[src/shared/urx_defines.svh]
// constants for the receive side of the serial port: status bit positions, ticks per bit for each clock factor,
// buffer sizing. assumes inclusion by bare name.
`ifndef URX_DEFINES_SVH
`define URX_DEFINES_SVH
// receive/transmit status bit positions
`define URX_RT_RX_READY 0
`define URX_RT_TX_EMPTY 1
`define URX_RT_PARITY 2
`define URX_RT_FRAMING 3
`define URX_RT_OVERRUN 4
`define URX_RT_DATA_SET_CHANGE_FLAG 7
// modem status bit positions
`define URX_MS_BRK_CHG 3
`define URX_MS_BRK 7
// parity modes
`define URX_PAR_ODD 2'h0
`define URX_PAR_EVEN 2'h1
`define URX_PAR_MARK 2'h2
// clock factor ticks per bit
`define URX_BIT_1X 7'h01
`define URX_BIT_16X 7'h10
`define URX_BIT_32X 7'h20
`define URX_BIT_64X 7'h40
// buffering and reset values
`define URX_FIFO_DEPTH 32
`define URX_ENTRY_W 11
`define URX_DATA_RST 8'h00
`endif

[src/shared/urx_pkg.sv]
// types shared by the receiver and its buffer.
// assumes nothing of its surroundings.
package urx_pkg;
  typedef enum logic [2:0] {
    URX_IDLE,
    URX_START,
    URX_DATA,
    URX_PARITY,
    URX_STOP,
    URX_BRK_WAIT
  } urx_state_e;
  typedef logic [7:0] urx_byte_t;
endpackage

[src/verilog/urx_fifo.sv]
// first-in first-out buffer with valid/ready on both sides.
// assumes one clock; flush empties it in one cycle.
`timescale 1ns/100ps
`default_nettype none
module urx_fifo
  import urx_pkg::*;
#(
  parameter int WIDTH = 11,
  parameter int DEPTH = 32
) (
  // clock and reset
  input wire logic clk,
  input wire logic rst_n,
  input wire logic flush,
  // fill side
  input wire logic in_valid,
  output logic in_ready,
  input wire logic [WIDTH-1:0] in_data,
  // drain side
  output logic out_valid,
  input wire logic out_ready,
  output logic [WIDTH-1:0] out_data
);
  localparam int AW = $clog2(DEPTH);
  logic [WIDTH-1:0] mem_reg [DEPTH];
  logic [AW-1:0] wr_reg;
  logic [AW-1:0] rd_reg;
  logic [AW:0] cnt_reg;
  wire push = in_valid & in_ready;
  wire pop = out_valid & out_ready;
  assign in_ready = (cnt_reg != (AW+1)'(DEPTH));
  assign out_valid = (cnt_reg != '0);
  assign out_data = mem_reg[rd_reg];
  always_ff @(posedge clk) begin
    if (push)
      mem_reg[wr_reg] <= in_data;
  end
  always_ff @(posedge clk or negedge rst_n) begin
    if (!rst_n) begin
      wr_reg <= '0;
      rd_reg <= '0;
      cnt_reg <= '0;
    end else if (flush) begin
      wr_reg <= '0;
      rd_reg <= '0;
      cnt_reg <= '0;
    end else begin
      if (push)
        wr_reg <= (wr_reg == AW'(DEPTH-1)) ? '0 : wr_reg + 1'b1;
      if (pop)
        rd_reg <= (rd_reg == AW'(DEPTH-1)) ? '0 : rd_reg + 1'b1;
      cnt_reg <= cnt_reg + (AW+1)'(push) - (AW+1)'(pop);
    end
  end
endmodule
`default_nettype wire

[src/verilog/urx_receiver.sv]
// receive side of an asynchronous serial port with break detection and
// local/remote loopback steering. assumes all inputs synchronous to REF_CLK
// and an external transmitter that consumes TX_LOAD/TX_DATA.
`timescale 1ns/100ps
`default_nettype none
`include "urx_defines.svh"
module urx_receiver
  import urx_pkg::*;
#(
  parameter int FIFO_DEPTH = `URX_FIFO_DEPTH
) (
  // clock and reset
  input wire logic REF_CLK,
  input wire logic RSTN,
  input wire logic MASTER_RESET_PIN,
  input wire logic POWER_DOWN_PIN,
  // line side inputs
  input wire logic RXD,
  input wire logic RX_CLOCK_PIN,
  input wire logic TX_CLOCK_PIN,
  input wire logic DCD_N,
  input wire logic CTS_N,
  input wire logic DSR_N,
  // line side outputs
  output logic TXD,
  output logic DTR_N,
  output logic RTS_N,
  // configuration
  input wire logic RX_ENABLE_BIT,
  input wire logic CARRIER_AUTO_EN,
  input wire logic [1:0] CHAR_LEN,
  input wire logic PARITY_EN,
  input wire logic [1:0] PARITY_MODE,
  input wire logic [1:0] CLOCK_FACTOR,
  input wire logic RX_CLOCK_INTERNAL,
  input wire logic BAUD_TICK,
  input wire logic LOCAL_LOOP,
  input wire logic REMOTE_LOOP,
  input wire logic DTR_CMD,
  input wire logic RTS_CMD,
  input wire logic [7:0] RT_MASK,
  input wire logic [7:0] MODEM_MASK,
  // cpu side
  input wire logic RHR_READ,
  input wire logic RT_STATUS_READ,
  input wire logic MODEM_STATUS_READ,
  output urx_byte_t RX_DATA,
  output logic [7:0] RT_STATUS,
  output logic [7:0] MODEM_STATUS,
  output logic COMBINED_IRQ_N,
  // transmitter side
  input wire logic TX_SERIAL,
  input wire logic TX_BUFFER_EMPTY_FLAG,
  input wire logic CPU_TX_WRITE,
  input wire urx_byte_t CPU_TX_DATA,
  output logic TX_LOAD,
  output urx_byte_t TX_DATA,
  output logic TX_FORCE_EN,
  output logic TX_CLOCK_OUT,
  output logic CTS_N_INT,
  output logic DSR_ACTIVE
);
  urx_state_e state_reg, state_next;
  logic [6:0] cnt_reg, cnt_next;
  logic [2:0] bit_reg, bit_next;
  urx_byte_t shift_reg, shift_next;
  logic par_reg, par_next;
  logic rx_prev_reg;
  logic clk_prev_reg;
  urx_byte_t hold_reg;
  logic [2:0] hold_err_reg;
  logic rx_ready_reg, rx_ready_next;
  logic overrun_reg, overrun_next;
  logic brk_reg, brk_next;
  logic brk_chg_reg, brk_chg_next;
  logic done;
  logic [`URX_ENTRY_W-1:0] fifo_out;
  logic fifo_valid;
  logic fifo_in_ready;

  // loopback steering
  wire rxs = LOCAL_LOOP ? TX_SERIAL : RXD;
  wire rx_clk_lvl = LOCAL_LOOP ? TX_CLOCK_PIN : RX_CLOCK_PIN;
  wire dcd_n_eff = LOCAL_LOOP ? ~DTR_CMD : DCD_N;
  assign CTS_N_INT = LOCAL_LOOP ? ~RTS_CMD : CTS_N;
  assign DSR_ACTIVE = LOCAL_LOOP ? 1'b0 : ~DSR_N;
  assign TXD = LOCAL_LOOP ? 1'b1 : TX_SERIAL;
  assign DTR_N = LOCAL_LOOP ? 1'b1 : ~DTR_CMD;
  assign RTS_N = LOCAL_LOOP ? 1'b1 : ~RTS_CMD;
  assign TX_CLOCK_OUT = REMOTE_LOOP ? RX_CLOCK_PIN : TX_CLOCK_PIN;
  assign TX_FORCE_EN = REMOTE_LOOP;

  // power down stops the receiver except in break wait, which runs on; a half-built character is lost
  wire rx_on = RX_ENABLE_BIT & ~(CARRIER_AUTO_EN & dcd_n_eff) & ~POWER_DOWN_PIN;
  wire clk_fall = clk_prev_reg & ~rx_clk_lvl;
  wire tick = RX_CLOCK_INTERNAL ? BAUD_TICK : clk_fall;
  wire is_1x = (CLOCK_FACTOR == 2'h0);
  wire [6:0] bit_len = (CLOCK_FACTOR == 2'h1) ? `URX_BIT_16X :
                       (CLOCK_FACTOR == 2'h2) ? `URX_BIT_32X :
                       (CLOCK_FACTOR == 2'h3) ? `URX_BIT_64X : `URX_BIT_1X;
  wire [6:0] half_len = is_1x ? `URX_BIT_1X : {1'b0, bit_len[6:1]};
  wire centre = tick & (cnt_reg == 7'h01);
  wire [2:0] last_bit = 3'h4 + {1'b0, CHAR_LEN};
  wire start_edge = tick & rx_prev_reg & ~rxs;

  // parity and break decode over the assembled character
  wire data_par = ^shift_reg;
  wire exp_par = (PARITY_MODE == `URX_PAR_ODD) ? ~data_par :
                 (PARITY_MODE == `URX_PAR_EVEN) ? data_par :
                 (PARITY_MODE == `URX_PAR_MARK) ? 1'b1 : 1'b0;
  wire par_err = PARITY_EN & (par_reg != exp_par);
  wire brk_char = (shift_reg == 8'h00) & (~PARITY_EN | ~par_reg) & ~rxs;
  wire frm_err = ~rxs & ~brk_char;
  wire brk_end = (state_reg == URX_BRK_WAIT) & centre & rxs;

  always_comb begin
    state_next = state_reg;
    cnt_next = cnt_reg;
    bit_next = bit_reg;
    shift_next = shift_reg;
    par_next = par_reg;
    done = 1'b0;
    unique case (state_reg)
      URX_IDLE: begin
        if (rx_on && start_edge) begin
          cnt_next = half_len;
          state_next = is_1x ? URX_DATA : URX_START;
          bit_next = 3'h0;
          shift_next = `URX_DATA_RST;
        end
      end
      URX_START: begin
        if (centre) begin
          cnt_next = bit_len;
          state_next = rxs ? URX_IDLE : URX_DATA;
        end else if (tick)
          cnt_next = cnt_reg - 7'h01;
      end
      URX_DATA: begin
        if (centre) begin
          cnt_next = bit_len;
          shift_next[bit_reg] = rxs;
          bit_next = bit_reg + 3'h1;
          if (bit_reg == last_bit)
            state_next = PARITY_EN ? URX_PARITY : URX_STOP;
        end else if (tick)
          cnt_next = cnt_reg - 7'h01;
      end
      URX_PARITY: begin
        if (centre) begin
          cnt_next = bit_len;
          par_next = rxs;
          state_next = URX_STOP;
        end else if (tick)
          cnt_next = cnt_reg - 7'h01;
      end
      URX_STOP: begin
        // only the first stop bit is looked at
        if (centre) begin
          done = 1'b1;
          cnt_next = half_len;
          state_next = brk_char ? URX_BRK_WAIT : URX_IDLE;
        end else if (tick)
          cnt_next = cnt_reg - 7'h01;
      end
      URX_BRK_WAIT: begin
        // any low tick restarts the half-bit high window
        if (tick && !rxs)
          cnt_next = half_len;
        else if (centre)
          state_next = URX_IDLE;
        else if (tick)
          cnt_next = cnt_reg - 7'h01;
      end
    endcase
    if (!rx_on && state_reg != URX_BRK_WAIT)
      state_next = URX_IDLE;
  end

  // character buffer between assembly and holding register
  wire [`URX_ENTRY_W-1:0] fifo_in = {brk_char, frm_err, par_err, shift_reg};
  wire fifo_pop = fifo_valid & ~rx_ready_reg;
  wire seq_copy = REMOTE_LOOP & rx_ready_reg & TX_BUFFER_EMPTY_FLAG;
  wire cpu_clear = RHR_READ & ~REMOTE_LOOP;
  urx_fifo #(
    .WIDTH(`URX_ENTRY_W),
    .DEPTH(FIFO_DEPTH)
  ) u_fifo (
    .clk(REF_CLK),
    .rst_n(RSTN),
    .flush(MASTER_RESET_PIN),
    .in_valid(done),
    .in_ready(fifo_in_ready),
    .in_data(fifo_in),
    .out_valid(fifo_valid),
    .out_ready(~rx_ready_reg),
    .out_data(fifo_out)
  );

  // flags: a set in the same cycle as a clear wins
  assign rx_ready_next = fifo_pop | (rx_ready_reg & ~cpu_clear & ~seq_copy);
  assign overrun_next = (done & ~fifo_in_ready) | (overrun_reg & ~RT_STATUS_READ);
  assign brk_next = (done & brk_char) | (brk_reg & ~brk_end);
  assign brk_chg_next = (done & brk_char) | brk_end | (brk_chg_reg & ~MODEM_STATUS_READ);

  // cpu transmit writes are dropped while the sequencer owns the path
  assign TX_LOAD = REMOTE_LOOP ? seq_copy : CPU_TX_WRITE;
  assign TX_DATA = REMOTE_LOOP ? hold_reg : CPU_TX_DATA;

  // status assembly and interrupt gating, masks may change at any time
  wire data_set_change_flag = brk_chg_reg & MODEM_MASK[`URX_MS_BRK_CHG];
  assign RT_STATUS = {data_set_change_flag, 2'b00, overrun_reg, hold_err_reg[1], hold_err_reg[0],
                      TX_BUFFER_EMPTY_FLAG, rx_ready_reg};
  assign MODEM_STATUS = {brk_reg, 3'b000, brk_chg_reg, 3'b000};
  assign COMBINED_IRQ_N = ~|(RT_STATUS & RT_MASK);
  assign RX_DATA = hold_reg;

  always_ff @(posedge REF_CLK or negedge RSTN) begin
    if (!RSTN) begin
      state_reg <= URX_IDLE;
      cnt_reg <= 7'h00;
      bit_reg <= 3'h0;
      shift_reg <= `URX_DATA_RST;
      par_reg <= 1'b0;
      rx_prev_reg <= 1'b1;
      clk_prev_reg <= 1'b0;
    end else if (MASTER_RESET_PIN) begin
      state_reg <= URX_IDLE;
      cnt_reg <= 7'h00;
      bit_reg <= 3'h0;
      shift_reg <= `URX_DATA_RST;
      par_reg <= 1'b0;
      rx_prev_reg <= 1'b1;
      clk_prev_reg <= 1'b0;
    end else begin
      state_reg <= state_next;
      cnt_reg <= cnt_next;
      bit_reg <= bit_next;
      shift_reg <= shift_next;
      par_reg <= par_next;
      clk_prev_reg <= rx_clk_lvl;
      if (tick)
        rx_prev_reg <= rxs;
    end
  end

  always_ff @(posedge REF_CLK or negedge RSTN) begin
    if (!RSTN) begin
      hold_reg <= `URX_DATA_RST;
      hold_err_reg <= 3'h0;
      rx_ready_reg <= 1'b0;
      overrun_reg <= 1'b0;
      brk_reg <= 1'b0;
      brk_chg_reg <= 1'b0;
    end else if (MASTER_RESET_PIN) begin
      hold_reg <= `URX_DATA_RST;
      hold_err_reg <= 3'h0;
      rx_ready_reg <= 1'b0;
      overrun_reg <= 1'b0;
      brk_reg <= 1'b0;
      brk_chg_reg <= 1'b0;
    end else begin
      if (fifo_pop) begin
        hold_reg <= fifo_out[7:0];
        hold_err_reg <= fifo_out[10:8];
      end
      rx_ready_reg <= rx_ready_next;
      overrun_reg <= overrun_next;
      brk_reg <= brk_next;
      brk_chg_reg <= brk_chg_next;
    end
  end
endmodule
`default_nettype wire
[config.mk]
export PLATFORM = sky130hd
export DESIGN_NAME = urx_receiver
export DESIGN_NICKNAME = d
export VERILOG_FILES = /design/src/shared/urx_pkg.sv /design/src/verilog/urx_fifo.sv /design/src/verilog/urx_receiver.sv
export VERILOG_INCLUDE_DIRS = /design/src /design/src/shared
export SDC_FILE = /design/constraint.sdc
export NUM_CORES = 1
export LEC_CHECK = 0
export ABC_AREA = 1
export ABC_CLOCK_PERIOD_IN_PS = 2800
export BUFFER_PORTS_ARGS = -buffer_cell sky130_fd_sc_hd__buf_2
export CAP_MARGIN = 20
export CORE_MARGIN = 4
export CORE_UTILIZATION = 55
export DETAILED_ROUTE_END_ITERATION = 16
export PLACE_DENSITY_LB_ADDON = 0.25
export SLEW_MARGIN = 20
export SYNTH_ARGS = -nofsm -noshare
export SYNTH_HDL_FRONTEND = slang
export SYNTH_SLANG_ARGS = --single-unit
[constraint.sdc]
create_clock -name REF_CLK -period 2.8 [get_ports REF_CLK]
set_input_delay 0.84 -clock REF_CLK [delete_from_list [all_inputs] [get_ports REF_CLK]]
set_output_delay 0.84 -clock REF_CLK [all_outputs]
set_load 0.1 [all_outputs]
== Word-level counts from Yosys, hierarchy flattened ==
Memories as Yosys holds them, arrays and structs flattened.
Index checks and enable logic that the tools add are counted.

* Output and inout bits: 41
* Bits in writable memories: 352
* Flip-flop bits (word level): 54
* Logic and storage cells: 209
* Memories: 1
* Input bits: 55

* Bitwise logic cells: 52
* Add/subtract/negate cells: 7
* Magnitude comparators: 2
* Equality and inequality tests: 28
* Multiplexer cells: 78
* Reductions and logical operators: 25

{| class="wikitable"
|+ Memory list
! memory !! words !! bits a word !! read ports !! clocked after Yosys merged registers in !! wr ports !! line !! text
|-
| u_fifo.mem_reg || 32 || 11 || 1 || 0 || 1 || urx_fifo.sv:25 || <nowiki>logic [WIDTH-1:0] mem_reg [DEPTH];</nowiki>
|}

{| class="wikitable"
|+ Operator list
! kind !! number
|-
| $mux 7 || 10
|-
| $mux 8 || 6
|-
| $mux 3 || 15
|-
| $mux 5 || 6
|-
| $mux 1 || 29
|-
| $pmux 7 s4 || 1
|-
| $and 1x1->1 || 26
|-
| $ne 4x4->1 const B || 6
|-
| $not 1->1 || 19
|-
| $pmux 3 s6 || 1
|-
| $pmux 8 s2 || 1
|-
| $mux 6 || 2
|-
| $ne 4x3->1 const B || 3
|-
| $add 5x1->5 const B || 2
|-
| $eq 5x5->1 const B || 2
|-
| $reduce_bool 2->1 || 5
|-
| $ne 3x3->1 const B || 3
|-
| $and 8x8->8 || 1
|-
| $bwmux 8 || 1
|-
| $logic_not 8->1 || 1
|-
| $mux 2 || 4
|-
| $reduce_and 8->1 || 1
|-
| $reduce_or 8->1 || 1
|-
| $reduce_xor 8->1 || 1
|-
| other kinds (28) || 45
|}

== Longest topological paths before layout ==
Gate-level depths: netlist of run 1.

* Word-level depth: 11
* Gate-level depth with buffers: 18

== Hierarchy ==
A second synthesis of run 1 with hierarchy kept.

* Cells, all modules: 2117
* Area, all modules: 19590.0 um^2

{| class="wikitable"
|+ Modules (own cells, without submodules)
! module !! instances !! cells each !! area each (um^2) !! seq. area each (um^2)
|-
| urx_fifo || 1 || 1660 || 16574.6 || 10970.5
|-
| urx_receiver || 1 || 457 || 3015.4 || 952.2
|}

== Worst setup path after synthesis of run 1 ==
OpenSTA, ideal clock, no wires.

* Path kind: flip-flop to output port
* Start point: reg hold_err_reg[1]
* End point: out COMBINED_IRQ_N
* Setup slack: -1.300 ns
* Buffers on the path: 0
* Cell stages (with the launch flop): 4
* Arrival: 3.260 ns
* Data required time: 1.960 ns
* Cells stage by stage: dfrtp_1 nand2_1 nand4_1 a221oi_1

* Word-level cells in the longest chain between the ends: 3

{| class="wikitable"
|+ RTL lines
! element !! line !! text
|-
| start, declared || urx_receiver.sv:71 || <nowiki>logic [2:0] hold_err_reg;</nowiki>
|-
| start signal, assigned || urx_receiver.sv:265 || <nowiki>hold_err_reg <= fifo_out[10:8];</nowiki>
|-
| $and 8x8->8 || urx_receiver.sv:215 || <nowiki>assign COMBINED_IRQ_N = ~|(RT_STATUS & RT_MASK);</nowiki>
|-
| $reduce_or 8->1 || urx_receiver.sv:215 ||
|-
| $logic_not 1->1 || urx_receiver.sv:215 ||
|-
| end, declared || urx_receiver.sv:50 || <nowiki>output logic COMBINED_IRQ_N,</nowiki>
|}

Every way passes these cells.

== Worst setup path in the final report of run 1 ==
* Start point: in REMOTE_LOOP
* End point: out TX_DATA[1]

* Word-level cells in the longest chain between the ends: 1

{| class="wikitable"
|+ RTL lines
! element !! line !! text
|-
| start, declared || urx_receiver.sv:38 || <nowiki>input wire logic REMOTE_LOOP,</nowiki>
|-
| $mux 8 || urx_receiver.sv:208 || <nowiki>assign TX_DATA = REMOTE_LOOP ? hold_reg : CPU_TX_DATA;</nowiki>
|-
| end, declared || urx_receiver.sv:57 || <nowiki>output urx_byte_t TX_DATA,</nowiki>
|}

Every way passes these cells.

==> flow_metrics.tcl, run 1 <==
set metrics [dict create \
    status "finished clean" \
    die_w_um 182.5 \
    drive_gt1_frac 0.1521 \
    clock_path_buffers 3 \
    ir_drop_mv 0.6122 \
    clock_latency_ns 0.53 \
    numPortBuffers 78 \
    fmax_mhz 372.9 \
    drv_slew 0 \
    ys.flop_type "edfxtp_1" \
    fin_ws_ns 0.1180 \
    hpwl_um 26760 \
    placed_cells 2034 \
    ys_top_cells_by_area "edfxtp_1, dfrtp_1, nand2_1, o21ai_0, nor2_1" \
    htreeDepth 2 \
    crit_arrival_ns 1.84 \
    drtIter0Drc 1096 \
    powerDensity_nw_per_um2 823.0 \
    start_kind "input pin" \
    finClkSkew_ns 0.02175 \
    leakage_nw 7.838 \
    cts.sinks 374 \
    register_area_um2 10970 \
    antenna_found_initial 0 \
    wl_per_cell_um 19.76 \
    synth_area_um2 16750 \
    via_per_inst 5.772 \
    grt_pass1_vias 11800 \
    ys_ff_latch 374 \
    antenna_left 0 \
    multiInputGateArea_um2 5097 \
    fin_crit_sh 0.9579 \
    die_h_um 182.5 \
    vias 12120 \
    final-setup-viol-count 0 \
    grt_pass1_wl_um 64430 \
    relSlewSlack 0.5163 \
    cts_tree "done" \
    yosys.area.top_type "edfxtp_1" \
    crit_fanout 12 \
    largest_reg_flops 320 \
    initial_core_util 0.5607 \
    ctsRootBufferMaster "clkbuf_16" \
    die_area_um2 33310 \
    avgSynthCellArea_um2 10.65 \
    io_pins 96 \
    rows 63 \
    power.total_mw 15.89 \
    finalNonFillerCells 2099 \
    cap_violations 0 \
    final_hold_viol_count 0 \
    period_needed_ns 2.682 \
    routabilityCongestion 0.8769 \
    yosysTopAreaCellShare 0.5736 \
    dr.pass1.iters 6 \
    nets 1763 \
    synthCells 1573 \
    crit_required_ns 1.96 \
    cp-end-kind "output pin" \
    clk_pin_slew_ns 0.06 \
    drc_errors 0 \
    diodes 0 \
    place_ws_ns -0.02659 \
    synthArstFlopShare 0.1444 \
    yosys.cell_types.count 48 \
    syn2layout_area_growth_pct 15.28 \
    track_usage 0.2479 \
    cts_buffers 38 \
    grt_setup_unrepaired "no" \
    nFillCells 2263 \
    coreArea_um2 29870 \
    seq_area_frac_synth 0.6544 \
    criticalPathCategory "in -> out" \
    overflow 0 \
    hp-class "in -> async" \
    synth_warnings 0 \
    routed_wl_um 41470 \
    grt_max_degree 104 \
    synth_edf_count 320 \
    worst_slew_pin_slew_ns 0.7248 \
]
## cell usage after synthesis, types with 2 or more instances
library cell  count
ha_1             22
buf_4            20
nor4_1            3
buf_8             2
o22ai_1          13
clkbuf_1         43
dfrtp_1          53
nand3_2           2
edfxtp_1        320
xor2_1            8
nor2_1          182
nand2_1         335
buf_2            20
mux2_2            9
o21ai_0         137
nand3_1         126
nand4_1          16
nor2_2            3
buf_6             2
buf_1             4
clkinv_1          3
inv_1            68
xnor2_1           4
inv_2             5
nand2_4           3
a21oi_1         105
o211ai_1         11
o21ai_1          18
or2_2             2
nor2_4            2
nand2_2           9
nand2_8           2
nor3_1            6
## placed cells by master, fill, tap and decap left out, types with 9 or more instances in the layout
| cell | synthesis | routed |
|---|---|---|
| buf_12 | 0 | 21 |
| buf_4 | 20 | 73 |
| inv_1 | 68 | 68 |
| buf_2 | 20 | 62 |
| o22ai_1 | 13 | 12 |
| mux2_2 | 9 | 9 |
| nand4_1 | 16 | 16 |
| dfrtp_1 | 53 | 51 |
| nor2_1 | 182 | 179 |
| clkbuf_1 | 43 | 9 |
| clkbuf_16 | 0 | 41 |
| edfxtp_1 | 320 | 320 |
| o211ai_1 | 11 | 11 |
| nand3_1 | 126 | 125 |
| a21oi_1 | 105 | 104 |
| ha_1 | 22 | 22 |
| o21ai_0 | 137 | 136 |
| nand2_2 | 9 | 9 |
| nand2_1 | 335 | 335 |
| o21ai_1 | 18 | 18 |
## layout make-up
class / instances / share of cell area
well taps: 390 / 0.02527
clock inverters: 13 / 0.005767
multi-input cells: 1038 / 0.2640
inverters: 77 / 0.01529
clock buffers: 51 / 0.05559
repair buffers: 156 / 0.06622
flip-flops and latches: 374 / 0.5679
## stage by stage
step	hold WS [ns]	util	cell area (µm²)	TNS (ns)
after CTS	0.3369	0.6458	19290	0
final	0.3259	0.6464	19310	0
after global placement	0.5087	0.6061	18110	0
after detailed placement	0.5170	0.6061	18110	-0.02659
after floorplan	0.4859	-	16820	0
after global routing	0.3659	0.6464	19310	0
## cell families (layout without fill, tap and decap cells)
family                     Yosys count  after routing  share of synthesized area
and+or+nand+nor                    695            695                     0.1778
DFF                                374            374                     0.6544
AOI/OAI and AO/OA                  290            290                    0.09113
buffers and inverters              168            297                    0.04594
adders and majority gates           23             23                    0.01763
xor gates and xnor gates            12             12                   0.006274
muxes                               10             10                   0.006648
other                                1              8                  0.0002239
## metal layers
| layer | share of wire | GRT usage |
|---|---|---|
| met3 | 0.083 | 0.04186 |
| met1 | 0.38 | 0.3224 |
| met2 | 0.49 | 0.4207 |
| met5 | 0 | 0 |
| met4 | 0.040 | 0.09367 |
## repair_timing
item | CTS | global route
resized for setup | 0 | 3
buffers inserted | 0 | 1
setup endpoints to repair | 0 | 1
hold buffers | 0 | 0
## power breakdown
| part | internal, mW | switching (mW) | total [mW] |
|---|---|---|---|
| logic | 1.29 | 3.36 | 4.65 |
| registers | 6.13 | 0.255 | 6.39 |
| clock network | 2.86 | 1.99 | 4.85 |
| total | 10.3 | 5.61 | 15.9 |
## worst paths after layout
kind | startpoint | to | slack, ns | cells after the start
max in group asynchronous | RSTN | rx_prev_reg | 1.79 | 2
hold reg to reg | par_reg | par_reg | 0.54 | 2
min in group REF_CLK | par_reg | par_reg | 0.54 | 2
setup reg to reg | cnt_reg[1] | u_fifo.cnt_reg[4] | 0.31 | 18
setup / recovery | REMOTE_LOOP | TX_DATA[1] | 0.12 | 3
hold / removal | RSTN | u_fifo.cnt_reg[5] | 0.33 | 1
## worst max-delay path, cell delays in order
cell	delay, ns
buf_2	0.37
mux2_2	0.44
buf_12	0.18
(Power assumes the default switching activity.)
==> run 2: changes to the inputs <==
--- a/config.mk
+++ b/config.mk
@@ -11,8 +11,9 @@
 export BUFFER_PORTS_ARGS = -buffer_cell sky130_fd_sc_hd__buf_2
 export CAP_MARGIN = 20
 export CORE_MARGIN = 4
-export CORE_UTILIZATION = 55
+export CORE_UTILIZATION = 40
 export DETAILED_ROUTE_END_ITERATION = 16
+export MAX_ROUTING_LAYER = met4
 export PLACE_DENSITY_LB_ADDON = 0.25
 export SLEW_MARGIN = 20
 export SYNTH_ARGS = -nofsm -noshare
==> run 2 against run 1 <==
- sequential share of layout area shrank 1.0 points
- critical endpoint is now TX_DATA[2]
- utilization shrank 17 points
- sequential power shrank 2%
- fmax grew 3.8%
- critical path type unchanged
- sequential cell count is the same
- register-to-register slack lost 0.04 ns
- highest routed layer unchanged
- first-iteration DRC count shrank 8.6%
- count of clock-buffer cells in the layout grew 6
- cell count grew 7.7%
- non-clock buffer count grew 8
==> flow_metrics.tcl, run 2 (same netlist as run 1, synthesis figures left out) <==
set metrics [dict create \
    fin_crit_sh 0.9226 \
    final_common_cell "nand2_1" \
    max_stage_delay_ns 0.40 \
    worst_slew_pin_slew_ns 0.7527 \
    period_needed_ns 2.583 \
    nFillCells 3790 \
    final_hold_viol_count 0 \
    antenna_left 0 \
    critPathBufInv 3 \
    clock_path_buffers 3 \
    io_pins 96 \
    multiInputGateArea_um2 5090 \
    ctsRootBufferMaster "clkbuf_16" \
    via_per_inst 5.303 \
    drc_errors 0 \
    regToRegSetupSlack_ns 0.27 \
    grt_pass1_vias 12020 \
    clk_pin_slew_ns 0.06 \
    wl_per_cell_um 19.49 \
    leakage_nw 7.936 \
    nets 1774 \
    criticalPathCategory "in -> out" \
    layout_common_cells "nand2_1, edfxtp_1, nor2_1, o21ai_0, nand3_1" \
    drive_gt1_frac 0.1573 \
    routabilityCongestion 0.8757 \
    start_kind "input pin" \
    cts_setup_buffers 0 \
    hp-class "in -> async" \
    routed_wl_um 44060 \
    power.total_mw 16.27 \
    die_w_um 212.6 \
    cap_violations 0 \
    dr.pass1.iters 5 \
    clock_latency_ns 0.53 \
    drv_slew 0 \
    largest_reg_flops 320 \
    ir_drop_mv 0.6661 \
    cts_tree "done" \
    diodes 0 \
    overflow 0 \
    drtIter0Drc 1002 \
    cpMaxStageDelayCell "mux2_2" \
    cts_buffers 41 \
    finalNonFillerCells 2261 \
    final-setup-viol-count 0 \
    powerDensity_nw_per_um2 827.8 \
    htreeDepth 2 \
    cts.sinks 374 \
    relSlewSlack 0.4977 \
    vias 11990 \
    status "finished clean" \
    crit_arrival_ns 1.74 \
    final.setup.tns_ns 0 \
    crit_fanout 12 \
    path_depth 4 \
    rows 74 \
    cp_common_cell "buf_12" \
    die_h_um 212.6 \
    antenna_found_initial 1 \
    fmax_mhz 387.1 \
    finClkSkew_ns 0.02384 \
    hpwl_um 27760 \
    rr_startpoint "cnt_reg[1]" \
    post_cts_resized 0 \
    numPortBuffers 78 \
    placed_cells 2183 \
    worstPathCellList "buf_2 -> buf_12 -> mux2_2 -> buf_12" \
    crit_required_ns 1.96 \
    cts_hold_buffers 0 \
    critPathTopFamily "buffers and inverters" \
    crit_path_end "TX_DATA[2]" \
    coreArea_um2 41110 \
    r2r_end "u_fifo.cnt_reg[4]" \
    die_area_um2 45220 \
    track_usage 0.2016 \
    r2r_cells 18 \
    initial_core_util 0.4075 \
    cp-end-kind "output pin" \
    register_area_um2 10970 \
    grt_max_degree 131 \
    syn2layout_area_growth_pct 17.35 \
    grt_pass1_wl_um 67670 \
    startpoint "REMOTE_LOOP" \
]
[run 2: cell count changes in the layout (fill, tap and decap cells not counted), sizes merged]
cell | before | now
buf | 156 | 164
clkinvlp | 1 | 0
clkbuf | 51 | 57
inv | 73 | 75
clkinv | 14 | 19
[run 2: stage by stage]
step	hold WS, ns	cell area (µm²)	setup slack (ns)	util
global route	0.2356	19660	-0.0005085	0.4782
detailed placement	0.4864	18350	-0.03980	0.4464
CTS	0.2252	19640	0.2015	0.4778
global placement	0.4837	18350	-0.004456	0.4464
floorplan	0.4859	16820	0.02562	-
finish	0.2461	19660	0.2166	0.4782
[run 2: worst register-to-register path: cells and delay by family, from the launching register on]
family                     cells  cell delay, ns
buffers and inverters          5            0.40
AOI/OAI and AO/OA              3            0.28
DFF                            1            0.38
adders and majority gates      3            0.75
and+or+nand+nor                7            0.63
[run 2: worst min-delay path by stage]
| stage | startpoint | cells past startpoint | to | slack [ns] |
|---|---|---|---|---|
| final | RSTN | 1 | RX_DATA[5] | 0.25 |
| after global routing | RSTN | 1 | RX_DATA[1] | 0.24 |
| after CTS | RSTN | 1 | RX_DATA[5] | 0.23 |
| after detailed placement | RX_DATA[5] | 2 | RX_DATA[5] | 0.49 |
| after global placement | RX_DATA[1] | 2 | RX_DATA[1] | 0.48 |
| after floorplan | par_reg | 2 | par_reg | 0.49 |
[run 2: report_power, final]
| group | leakage [nW] | internal (mW) | switching, mW |
|---|---|---|---|
| Clock | 0.636 | 3.05 | 2.15 |
| Sequential | 4.03 | 6.14 | 0.157 |
| Combinational | 3.27 | 1.34 | 3.44 |
| Total | 7.94 | 10.5 | 5.74 |
[run 2: layout make-up]
class / count / share of cell area
clock buffer: 57 / 0.05843
clock inverter: 19 / 0.007256
inverter: 77 / 0.01489
multi-input combinational: 1038 / 0.2589
sequential: 374 / 0.5579
tap: 532 / 0.03386
timing repair buffer: 164 / 0.06874
[run 2: layer usage]
metal	GRT usage	wire, µm
met1	0.2533	17840
met5	-	0
met4	0.05331	1221
met3	0.03541	3002
met2	0.3406	21990
